$ cat src/design/spi_diag_pkg.sv
package spi_diag_pkg;
  localparam int CLK_PERIOD_NS = 4;
  localparam int FILTER_TIME_NS = 10000;
  localparam int FILTER_CYCLES = (FILTER_TIME_NS + CLK_PERIOD_NS - 1) / CLK_PERIOD_NS;
  localparam int NUM_CH = 18;
  localparam int NUM_PAR = 16;
  // Synchroniser value after reset: deselected, clock low, inputs off, comparators quiet.
  localparam logic [3+NUM_PAR+4*NUM_CH-1:0] SYNC_IDLE = {3'h4, {NUM_PAR{1'b1}}, {4*NUM_CH{1'b0}}};
  localparam logic [4:0] FRAME_LEN = 5'h10;
  localparam logic [4:0] CMD_LAST_FALL = 5'h07;
  localparam logic [4:0] ADDR_LAST_FALL = 5'h01;
  localparam logic [4:0] BYTE_LEN = 5'h08;
  localparam logic [1:0] DEVICE_ADDR = 2'h0;
  localparam logic [7:0] WRITE_CONFIG_CMD = 8'h2e;
  localparam logic [7:0] READ_DIAG_GROUP3_CMD = 8'h14;
  localparam logic [7:0] CLEAR_DIAGNOSTICS_CMD = 8'h3c;
  // Check byte value is arbitrary.
  localparam logic [7:0] CHECK_BYTE = 8'h5a;
  localparam logic [7:0] CONFIG_RESET = 8'hf0;
  localparam int CFG_PIS_BIT = 1;
  localparam int GROUP3_FIRST_CH = 8;
  localparam logic [NUM_CH-1:0] SCL_CAPABLE = 18'h3c300;
  typedef enum logic [1:0] {
    FAULT_SCG = 2'h0,
    FAULT_OL = 2'h1,
    FAULT_SCB = 2'h2,
    FAULT_NONE = 2'h3
  } fault_code_t;
  typedef enum {FR_IDLE, FR_ACTIVE, FR_REJECT} frame_state_t;
  // Configuration bit that disables current limiting for a channel index.
  function automatic int scl_cfg_bit(input int ch);
    if (ch == 8) begin
      return 4;
    end else if (ch == 9) begin
      return 5;
    end else if (ch < 16) begin
      return 6;
    end
    return 7;
  endfunction
endpackage

$ cat src/design/fault_channel.sv
module fault_channel
  import spi_diag_pkg::*;
#(
  parameter int FILTER = FILTER_CYCLES
) (
  input wire logic sys_clk,
  input wire logic rst,
  input wire logic on_req,
  input wire logic scb_det,
  input wire logic ol_det,
  input wire logic scg_det,
  input wire logic ot_det,
  input wire logic scl_en,
  input wire logic clear_diag,
  output logic gate,
  output logic [1:0] code
);
  localparam int CW = $clog2(FILTER + 1);
  localparam logic [CW-1:0] FILT_LAST = CW'(FILTER - 1);
  localparam logic [CW-1:0] FILT_FULL = CW'(FILTER);

  logic on_req_q;
  logic shut_q;
  logic gate_q;
  logic [1:0] code_q;
  logic [CW-1:0] ol_cnt_q;
  logic [CW-1:0] scg_cnt_q;
  logic toggle;
  logic hot;
  logic trip;
  logic ol_fire;
  logic scg_fire;

  assign toggle = on_req & ~on_req_q;
  assign hot = (scb_det | ot_det) & gate_q;
  assign trip = hot & ~scl_en;
  assign ol_fire = ol_det & ~gate_q & (ol_cnt_q == FILT_LAST);
  assign scg_fire = scg_det & ~gate_q & (scg_cnt_q == FILT_LAST);
  assign gate = gate_q;
  assign code = code_q;

  always_ff @(posedge sys_clk or posedge rst) begin
    if (rst) begin
      on_req_q <= 1'b0;
    end else begin
      on_req_q <= on_req;
    end
  end

  // Shutdown latch, released by a fresh switch-on request.
  always_ff @(posedge sys_clk or posedge rst) begin
    if (rst) begin
      shut_q <= 1'b0;
    end else if (trip) begin
      shut_q <= 1'b1;
    end else if (toggle) begin
      shut_q <= 1'b0;
    end
  end

  always_ff @(posedge sys_clk or posedge rst) begin
    if (rst) begin
      gate_q <= 1'b0;
    end else begin
      gate_q <= on_req & ~shut_q & ~trip;
    end
  end

  // Off-state comparator filters, identical for both conditions.
  always_ff @(posedge sys_clk or posedge rst) begin
    if (rst) begin
      ol_cnt_q <= '0;
      scg_cnt_q <= '0;
    end else begin
      if (gate_q || !ol_det) begin
        ol_cnt_q <= '0;
      end else if (ol_cnt_q != FILT_FULL) begin
        ol_cnt_q <= ol_cnt_q + 1'b1;
      end
      if (gate_q || !scg_det) begin
        scg_cnt_q <= '0;
      end else if (scg_cnt_q != FILT_FULL) begin
        scg_cnt_q <= scg_cnt_q + 1'b1;
      end
    end
  end

  // Fault code; a new fault wins over a clear in the same cycle.
  always_ff @(posedge sys_clk or posedge rst) begin
    if (rst) begin
      code_q <= FAULT_NONE;
    end else if (hot) begin
      code_q <= FAULT_SCB;
    end else if (code_q == FAULT_SCB && !clear_diag) begin
      code_q <= FAULT_SCB;
    end else if (scg_fire) begin
      code_q <= FAULT_SCG;
    end else if (ol_fire) begin
      code_q <= FAULT_OL;
    end else if (clear_diag) begin
      code_q <= FAULT_NONE;
    end
  end
endmodule // fault_channel

$ cat src/design/lowside_switch_spi_diag.sv
module lowside_switch_spi_diag
  import spi_diag_pkg::*;
#(
  parameter int FILTER = FILTER_CYCLES
) (
  input wire logic sys_clk,
  input wire logic rst,
  input wire logic spi_cs_n,
  input wire logic spi_sck,
  input wire logic spi_si,
  output logic spi_so,
  output logic spi_so_oe,
  input wire logic [NUM_PAR-1:0] channel_control_input,
  input wire logic [NUM_CH-1:0] serial_on,
  input wire logic [NUM_CH-1:0] scb_cmp,
  input wire logic [NUM_CH-1:0] ol_cmp,
  input wire logic [NUM_CH-1:0] scg_cmp,
  input wire logic [NUM_CH-1:0] ot_cmp,
  output logic [NUM_CH-1:0] channel_gate,
  output logic [2*NUM_CH-1:0] diagnostic_regs,
  output logic parallel_input_select,
  output logic [NUM_CH-1:0] current_limit_en
);
  localparam int PIN_W = 3 + NUM_PAR + 4 * NUM_CH;

  logic [PIN_W-1:0] pin_meta_q;
  logic [PIN_W-1:0] pin_sync_q;
  logic cs_n_s;
  logic sck_s;
  logic si_s;
  logic [NUM_PAR-1:0] inp_s;
  logic [NUM_CH-1:0] scb_s;
  logic [NUM_CH-1:0] ol_s;
  logic [NUM_CH-1:0] scg_s;
  logic [NUM_CH-1:0] ot_s;

  logic sck_prev_q;
  logic sck_rise;
  logic sck_fall;
  logic cs_act;
  frame_state_t state_q;
  logic [4:0] fall_cnt_q;
  logic [4:0] rise_cnt_q;
  logic [15:0] rx_q;
  logic [7:0] resp_q;
  logic [7:0] resp_d;
  logic so_q;
  logic [7:0] cfg_q;
  logic clear_q;
  logic [7:0] cmd_now;
  logic [7:0] group3_byte;
  logic [15:0] tx_word;
  logic [3:0] tx_idx;
  logic addr_bad;
  logic commit;

  // Two-stage synchroniser for every pin from outside the clock domain except serial_on.
  // It resets to the idle pin levels, so no false clock edge or fault follows reset.
  always_ff @(posedge sys_clk or posedge rst) begin
    if (rst) begin
      pin_meta_q <= SYNC_IDLE;
      pin_sync_q <= SYNC_IDLE;
    end else begin
      pin_meta_q <= {spi_cs_n, spi_sck, spi_si, channel_control_input, scb_cmp, ol_cmp, scg_cmp, ot_cmp};
      pin_sync_q <= pin_meta_q;
    end
  end

  assign {cs_n_s, sck_s, si_s, inp_s, scb_s, ol_s, scg_s, ot_s} = pin_sync_q;

  always_ff @(posedge sys_clk or posedge rst) begin
    if (rst) begin
      sck_prev_q <= 1'b0;
    end else begin
      sck_prev_q <= sck_s;
    end
  end

  assign cs_act = ~cs_n_s;
  assign sck_rise = sck_s & ~sck_prev_q;
  assign sck_fall = ~sck_s & sck_prev_q;
  assign cmd_now = {rx_q[6:0], si_s};
  assign addr_bad = sck_fall && fall_cnt_q == ADDR_LAST_FALL && {rx_q[0], si_s} != DEVICE_ADDR;
  assign commit = state_q == FR_ACTIVE && !cs_act && fall_cnt_q == FRAME_LEN;

  // Frame tracking: selection opens a frame, a foreign address parks it.
  always_ff @(posedge sys_clk or posedge rst) begin
    if (rst) begin
      state_q <= FR_IDLE;
    end else if (!cs_act) begin
      state_q <= FR_IDLE;
    end else begin
      unique case (state_q)
        FR_IDLE: begin
          state_q <= FR_ACTIVE;
        end
        FR_ACTIVE: begin
          if (addr_bad) begin
            state_q <= FR_REJECT;
          end
        end
        FR_REJECT: begin
          state_q <= FR_REJECT;
        end
      endcase
    end
  end

  always_ff @(posedge sys_clk or posedge rst) begin
    if (rst) begin
      fall_cnt_q <= '0;
      rise_cnt_q <= '0;
    end else if (state_q == FR_IDLE) begin
      fall_cnt_q <= '0;
      rise_cnt_q <= '0;
    end else begin
      if (sck_fall && fall_cnt_q != FRAME_LEN) begin
        fall_cnt_q <= fall_cnt_q + 1'b1;
      end
      if (sck_rise && rise_cnt_q != FRAME_LEN) begin
        rise_cnt_q <= rise_cnt_q + 1'b1;
      end
    end
  end

  // Input shifts in MSB first on falling edges.
  always_ff @(posedge sys_clk or posedge rst) begin
    if (rst) begin
      rx_q <= '0;
    end else if (state_q == FR_ACTIVE && sck_fall && fall_cnt_q != FRAME_LEN) begin
      rx_q <= {rx_q[14:0], si_s};
    end
  end

  // Group three: channel eight in the top bit pair.
  always_comb begin
    group3_byte = '0;
    for (int k = 0; k < 4; k++) begin
      group3_byte[7-2*k -: 2] = diagnostic_regs[2*(GROUP3_FIRST_CH+k) +: 2];
    end
  end

  always_comb begin
    resp_d = '0;
    if (cmd_now == READ_DIAG_GROUP3_CMD) begin
      resp_d = group3_byte;
    end
  end

  // Reply byte is chosen as soon as the command byte is complete.
  always_ff @(posedge sys_clk or posedge rst) begin
    if (rst) begin
      resp_q <= '0;
    end else if (state_q == FR_ACTIVE && sck_fall && fall_cnt_q == CMD_LAST_FALL) begin
      resp_q <= resp_d;
    end
  end

  assign tx_word = {CHECK_BYTE, resp_q};
  assign tx_idx = 4'hf - rise_cnt_q[3:0];

  // Output bits move MSB first on rising edges; input is never echoed.
  always_ff @(posedge sys_clk or posedge rst) begin
    if (rst) begin
      so_q <= 1'b0;
    end else if (state_q == FR_ACTIVE && sck_rise && rise_cnt_q != FRAME_LEN) begin
      so_q <= tx_word[tx_idx];
    end
  end

  assign spi_so = so_q;
  // The drive stops as soon as the select is seen released; the frame closes a cycle later.
  assign spi_so_oe = state_q == FR_ACTIVE && cs_act;

  // Commands take effect only when a whole frame closes.
  always_ff @(posedge sys_clk or posedge rst) begin
    if (rst) begin
      cfg_q <= CONFIG_RESET;
    end else if (commit && rx_q[15:8] == WRITE_CONFIG_CMD) begin
      cfg_q <= rx_q[7:0];
    end
  end

  always_ff @(posedge sys_clk or posedge rst) begin
    if (rst) begin
      clear_q <= 1'b0;
    end else begin
      clear_q <= commit && rx_q[15:8] == CLEAR_DIAGNOSTICS_CMD;
    end
  end

  assign parallel_input_select = cfg_q[CFG_PIS_BIT];

  for (genvar i = 0; i < NUM_CH; i++) begin : g_ch
    logic on_req;
    logic scl_en;
    if (i < NUM_PAR) begin : g_par
      assign on_req = cfg_q[CFG_PIS_BIT] ? ~inp_s[i] : serial_on[i];
    end else begin : g_ser
      assign on_req = serial_on[i];
    end
    assign scl_en = SCL_CAPABLE[i] & ~cfg_q[scl_cfg_bit(i)];
    assign current_limit_en[i] = scl_en;
    fault_channel #(
      .FILTER(FILTER)
    ) u_ch (
      .sys_clk(sys_clk),
      .rst(rst),
      .on_req(on_req),
      .scb_det(scb_s[i]),
      .ol_det(ol_s[i]),
      .scg_det(scg_s[i]),
      .ot_det(ot_s[i]),
      .scl_en(scl_en),
      .clear_diag(clear_q),
      .gate(channel_gate[i]),
      .code(diagnostic_regs[2*i +: 2])
    );
  end
endmodule // lowside_switch_spi_diag

$ cat config.mk
export PLATFORM = sky130hd
export DESIGN_NAME = lowside_switch_spi_diag
export DESIGN_NICKNAME = d
export VERILOG_FILES = /design/src/design/spi_diag_pkg.sv /design/src/design/fault_channel.sv /design/src/design/lowside_switch_spi_diag.sv
export SDC_FILE = /design/constraint.sdc
export NUM_CORES = 2
export LEC_CHECK = 0
export BUFFER_PORTS_ARGS = -buffer_cell sky130_fd_sc_hd__buf_4
export CORE_AREA = 5 5 296 225
export CTS_CLUSTER_DIAMETER = 30
export DETAILED_ROUTE_END_ITERATION = 7
export DIE_AREA = 0 0 301 230
export GPL_TIMING_DRIVEN = 0
export HOLD_SLACK_MARGIN = 0.06
export PLACE_DENSITY_LB_ADDON = 0.2
export SKIP_CTS_REPAIR_TIMING = 1
export SLEW_MARGIN = 20
export SYNTH_ARGS = -nofsm -noshare
export SYNTH_HDL_FRONTEND = slang
export SYNTH_SLANG_ARGS = --single-unit
$ cat constraint.sdc
create_clock -name sys_clk -period 25.9 [get_ports sys_clk]
set_clock_uncertainty 0.15 [all_clocks]
set_input_delay 2.59 -clock sys_clk [delete_from_list [all_inputs] [get_ports sys_clk]]
set_output_delay 2.59 -clock sys_clk [all_outputs]
set_load 0.02 [all_outputs]
[Word-level counts from Yosys, hierarchy flattened]
Index checks and enable logic that the tools add are counted.
Storage, ports and cells
  flip-flop bits (word level): 781
  bits in latches: 0
  RAM bits: 0
  ROM bits: 0
  input port bits: 111
  output and inout port bits: 75
  word-level logic and storage cells: 915
  memories kept: 0
Operators by class
  $add $sub $neg: 39
  multipliers: 0
  divide/modulo/power cells: 0
  magnitude comparators: 1
  eq/ne operators: 102
  shift-type cells: 0
  multiplexer cells: 207
  bitwise logic cells: 265
  reduce and logical (&&, ||, !) cells: 182
Operator list (number)
  $mux W12: 72
  $add A12 B1 Y12 const B: 36
  $eq A12 B12 Y1 const B: 36
  $ne A12 B12 Y1 const B: 36
  $and A1 B1 Y1: 152
  $mux W2: 73
  $reduce_bool A2 Y1: 57
  $pmux W32 S3: 1
  $not A1 Y1: 95
  $reduce_bool A5 Y1: 18
  $eq A32 B2 Y1 const B: 2
  $logic_not A32 Y1: 2
  $mux W32: 2
  $mux W1: 53
  $logic_not A1 Y1: 37
  $eq A2 B2 Y1 const B: 18
  $logic_or A1 B1 Y1: 36
  $eq A32 B1 Y1 const B: 1
  $logic_and A1 B1 Y1: 32
  $mux W5: 4
  $or A1 B1 Y1: 18
  $eq A8 B6 Y1 const B: 2
  $add A5 B1 Y5 const B: 2
  $ne A5 B5 Y1 const B: 2
  other kinds (9): 9

[Logic depth before layout (Yosys ltp)]
  word-level depth: 7
  mapped depth: 7
  depth with buffers taken out: 6

[Hierarchy]
Synthesis repeated with hierarchy kept, for this count alone.
Unflattened totals
  cells, all modules: 3137
  area total of the unflattened synthesis: 33970.1 um2
Modules (own cells, without submodules)
  fault_channel (g_ch[0].u_ch ...): instances 17, cells an instance 152, area each 1493.9 um2, sequential area each 728.2 um2
  lowside_switch_spi_diag: instances 1, cells an instance 396, area each 7049.3 um2, sequential area each 5703.0 um2
  fault_channel (g_ch[9].u_ch): instances 1, cells an instance 157, area each 1524.0 um2, sequential area each 728.2 um2

[Least setup slack after synthesis]
No wires, ideal clock.
  kind: reg2out
  from: register state_q[1]
  to: output spi_so_oe
  arrival time: 0.984 ns
  required time: 23.160 ns
  setup slack: 22.176 ns
  cell stages (with the launch flop): 5
  buffers on the path: 0
  cells stage by stage: dfrtp_1 inv_1 ha_1 inv_1 nor2_1
On the way
  word-level cells in the longest chain between the ends: 2
Ends and longest elaborated chain
  from (decl): line lowside_switch_spi_diag.sv:41  | frame_state_t state_q;
  from (signal assigned): line lowside_switch_spi_diag.sv:89  | state_q <= FR_IDLE;
  from (signal assigned): line lowside_switch_spi_diag.sv:91  | state_q <= FR_IDLE;
  from (signal assigned): line lowside_switch_spi_diag.sv:95  | state_q <= FR_ACTIVE;
  $eq A32 B2 Y1: line lowside_switch_spi_diag.sv:173  | assign spi_so_oe = state_q == FR_ACTIVE && cs_act;
  $logic_and A1 B1 Y1: line lowside_switch_spi_diag.sv:173
  to (decl): line lowside_switch_spi_diag.sv:12  | output logic spi_so_oe,
No other way between the ends.

[Worst setup path in the final report]
Same ends and word-level chain as after synthesis.

==> results_dict.tcl <==
set metrics [dict create \
    status "complete, no violations" \
    critPathLaunchType "flop" \
    ys_async_sr_fraction 1.00 \
    finalCriticalPeriod_ns 4.77 \
    synth.avg_cell_area_um2 10.6 \
    crit_slowest_cell "dfrtp_1" \
    power_density_nw_per_um2 80.1 \
    synth_top_area_cell "dfrtp_1" \
    grt_pass1_wl_mm 119 \
    cp.required_ns 23.16 \
    root_buffer "clkbuf_16" \
    power_leakage_nw 17.6 \
    clk_pin_slew_worst_paths_ns 0.05 \
    ant_nets 0 \
    final_cell_count_no_fill 4449 \
    grt_usage 0.206 \
    clk_latency_ns 0.70 \
    finalSetupViolCount 0 \
    cts_buffers 134 \
    io_pins 186 \
    hpwl_mm 46.5 \
    fin_hold_ws_ns 0.189 \
    ys.warnings.count 0 \
    fillers 4922 \
    vias_per_cell 5.38 \
    grt_use_met3 0.0446 \
    wirelength_mm 70.5 \
    row_count 80 \
    slew_headroom 0.481 \
    crit_chain "inv_1 -> ha_1 -> inv_1 -> nor2_1 -> buf_4" \
    crit_top_cell "inv_1" \
    synth_area_leaders "dfrtp_1 (51%), dfstp_2 (5.8%), nor2_1 (4.5%), xnor2_1 (3.9%), xor2_1 (3.2%)" \
    clock_sinks 748 \
    fmax_mhz 210 \
    synth-edff-count 0 \
    slowest_delay_ns 0.35 \
    drive_gt1_frac 0.161 \
    rsz0062_at_grt "no" \
    period_share 0.184 \
    fp.dieW_um 301 \
    h-tree-depth 4 \
    grt_pass1_vias 24100 \
    worstMarginPinSlew_ns 0.771 \
    gp_congestion 0.849 \
    grt_max_degree 113 \
    gr-usage-met2 0.325 \
    vias 24000 \
    first_pass_iters 5 \
    clock_path_buffers 3 \
    use_met1 0.286 \
    arrival_ns 2.03 \
    numPortBuffers 173 \
    worstSetupEndpointType "output port" \
    initial_core_util 0.526 \
    die_area_um2 69200 \
    ys_ff_latch 748 \
    grt.busiest_layer "met2" \
    netlist.area_leader.share 0.507 \
    cap_violations 0 \
    cp_max_fo 5 \
    remaining_drc_errors 0 \
    synth_cell_types 66 \
    hold_path.class "reg -> reg" \
    core-area_um2 63300 \
    synth_cells 3148 \
    die_height_um 230 \
    area_delta_synth_final_pct 22.0 \
    timing.rr.start "state_q[1]$_DFFE_PP0P_" \
    grt_overflow 0 \
    antenna_found_initial 2 \
    finalNetCount 3666 \
    synthesis.area_um2 33200 \
    diodes 0 \
    synthFlopType "dfrtp_1" \
    finalHoldViolCount 0 \
    critPathLaunch "state_q[1]$_DFFE_PP0P_" \
    hp-start "pin_meta_q[88]$_DFF_PP0_" \
    drt_iter0_markers 1341 \
    cts_tree "built" \
    seq_area_frac_synth 0.566 \
    criticalPathCategory "reg -> out" \
    peakVddDrop_mv 0.0587 \
    slew_viol_final 0 \
    dp_cells 4200 \
    route.detailed.wl_per_inst_um 15.9 \
]
## placed cells by master (no fill, tap or decap), types with 80 or more instances in the layout
cell type  count
nor2_1       398
nor3_1       120
xnor2_1      147
inv_1        153
nand2_1      187
clkbuf_1      89
nand3_1      150
dfrtp_1      674
ha_1          80
buf_4        209
o21ai_0      160
xor2_1       122
clkbuf_16    139
a21oi_1      110
nand4_1      102
## power breakdown
part           internal [W]  switching (W)  total [W]
registers           0.00122      0.0000444    0.00127
clock network       0.00118       0.000597    0.00178
logic             0.0000834       0.000118   0.000201
total               0.00249       0.000759    0.00325
## sequential cells by signal, summed over array words and instances (netlist names)
signal               flops
cfg_q                    5
clear_q                  1
fall_cnt_q               5
g_ch.u_ch.code          36
g_ch.u_ch.gate          18
g_ch.u_ch.ol_cnt_q     216
g_ch.u_ch.on_req_q      18
g_ch.u_ch.scg_cnt_q    216
g_ch.u_ch.shut_q        18
pin_meta_q              91
pin_sync_q              91
resp_q                   8
rise_cnt_q               5
rx_q                    16
sck_prev_q               1
spi_so                   1
state_q                  2
## metal layers
metal  routed length, um  share of wire
met5                   0              0
met2               32800           0.46
met3                3160          0.045
met1               32800           0.47
met4                1770          0.025
## final timing paths
kind / end / slack, ns / cells after the start
max: spi_so_oe / 21.13 / 5
min: pin_sync_q[88]$_DFF_PP0_ / 0.19 / 0
max reg2reg: resp_q[0]$_DFFE_PP0P_ / 23.49 / 7
min reg2reg: pin_sync_q[88]$_DFF_PP0_ / 0.19 / 0
max in group asynchronous: pin_meta_q[72]$_DFF_PP1_ / 21.66 / 6
min in group asynchronous: pin_meta_q[17]$_DFF_PP0_ / 1.80 / 2
## cell usage after synthesis, types with 5 or more instances
master	instances
clkbuf_1	72
nand3_1	150
and2_1	19
buf_4	36
or2_2	5
nand4_1	102
or4_4	5
mux2i_1	38
mux2_2	23
dfrtp_1	674
xnor2_1	147
nor2_1	398
nor4_1	33
nand2_1	187
ha_1	80
or4_1	5
nor4bb_1	36
and3_1	40
nand2b_1	42
nor3b_1	14
nor2b_1	24
and4_1	29
inv_1	154
o21ai_0	160
a22o_1	8
o21a_1	6
o21ai_1	9
a31oi_1	23
buf_1	5
a21oi_1	110
dfstp_2	74
and4b_1	18
a31o_2	5
nor4b_1	27
xor2_1	122
or4bb_1	6
or3_1	78
nand4b_1	10
nor3_1	120
## area by class of cell
| cell class | instances | area, um2 | share of cell area |
|---|---|---|---|
| buffer | 114 | 573 | 0.0141 |
| clock buffer | 179 | 3820 | 0.0942 |
| clock inverter | 70 | 862 | 0.0213 |
| inverter | 154 | 586 | 0.0144 |
| multi-input combinational | 2143 | 13300 | 0.329 |
| sequential | 748 | 18800 | 0.464 |
| tap | 861 | 1080 | 0.0266 |
| timing repair buffer | 180 | 1490 | 0.0368 |
## metrics by stage
stage	setup slack, ns	total power (W)	util	instance area, um2	setup TNS, ns
after floorplan	2.29	0.00141	-	33300	0
after global placement	-4.48	0.00147	0.564	35700	-2959.34
after detailed placement	20.77	0.00149	0.567	35900	0
after CTS	21.05	0.00329	0.641	40600	0
after global routing	20.99	0.00339	0.641	40600	0
final	21.13	0.00325	0.641	40600	0
## cell families (layout without fill, tap and decap cells)
logic type,after synthesis,after routing,synth area share
buf+inv,268,697,0.0344
simple gates,1372,1372,0.221
flops,748,748,0.566
fa+ha+maj,80,80,0.0301
compound gates,348,348,0.0581
other cells,1,12,0.000113
xor+xnor,269,269,0.0709
mux,62,62,0.0199
## critical path, delay by kind of cell, from the launching register on
family	cells	cell delay, ns
fa+ha+maj	1	0.27
flops	1	0.35
simple gates	1	0.31
buf+inv	3	0.41
Power figures use the tool's default switching activity.
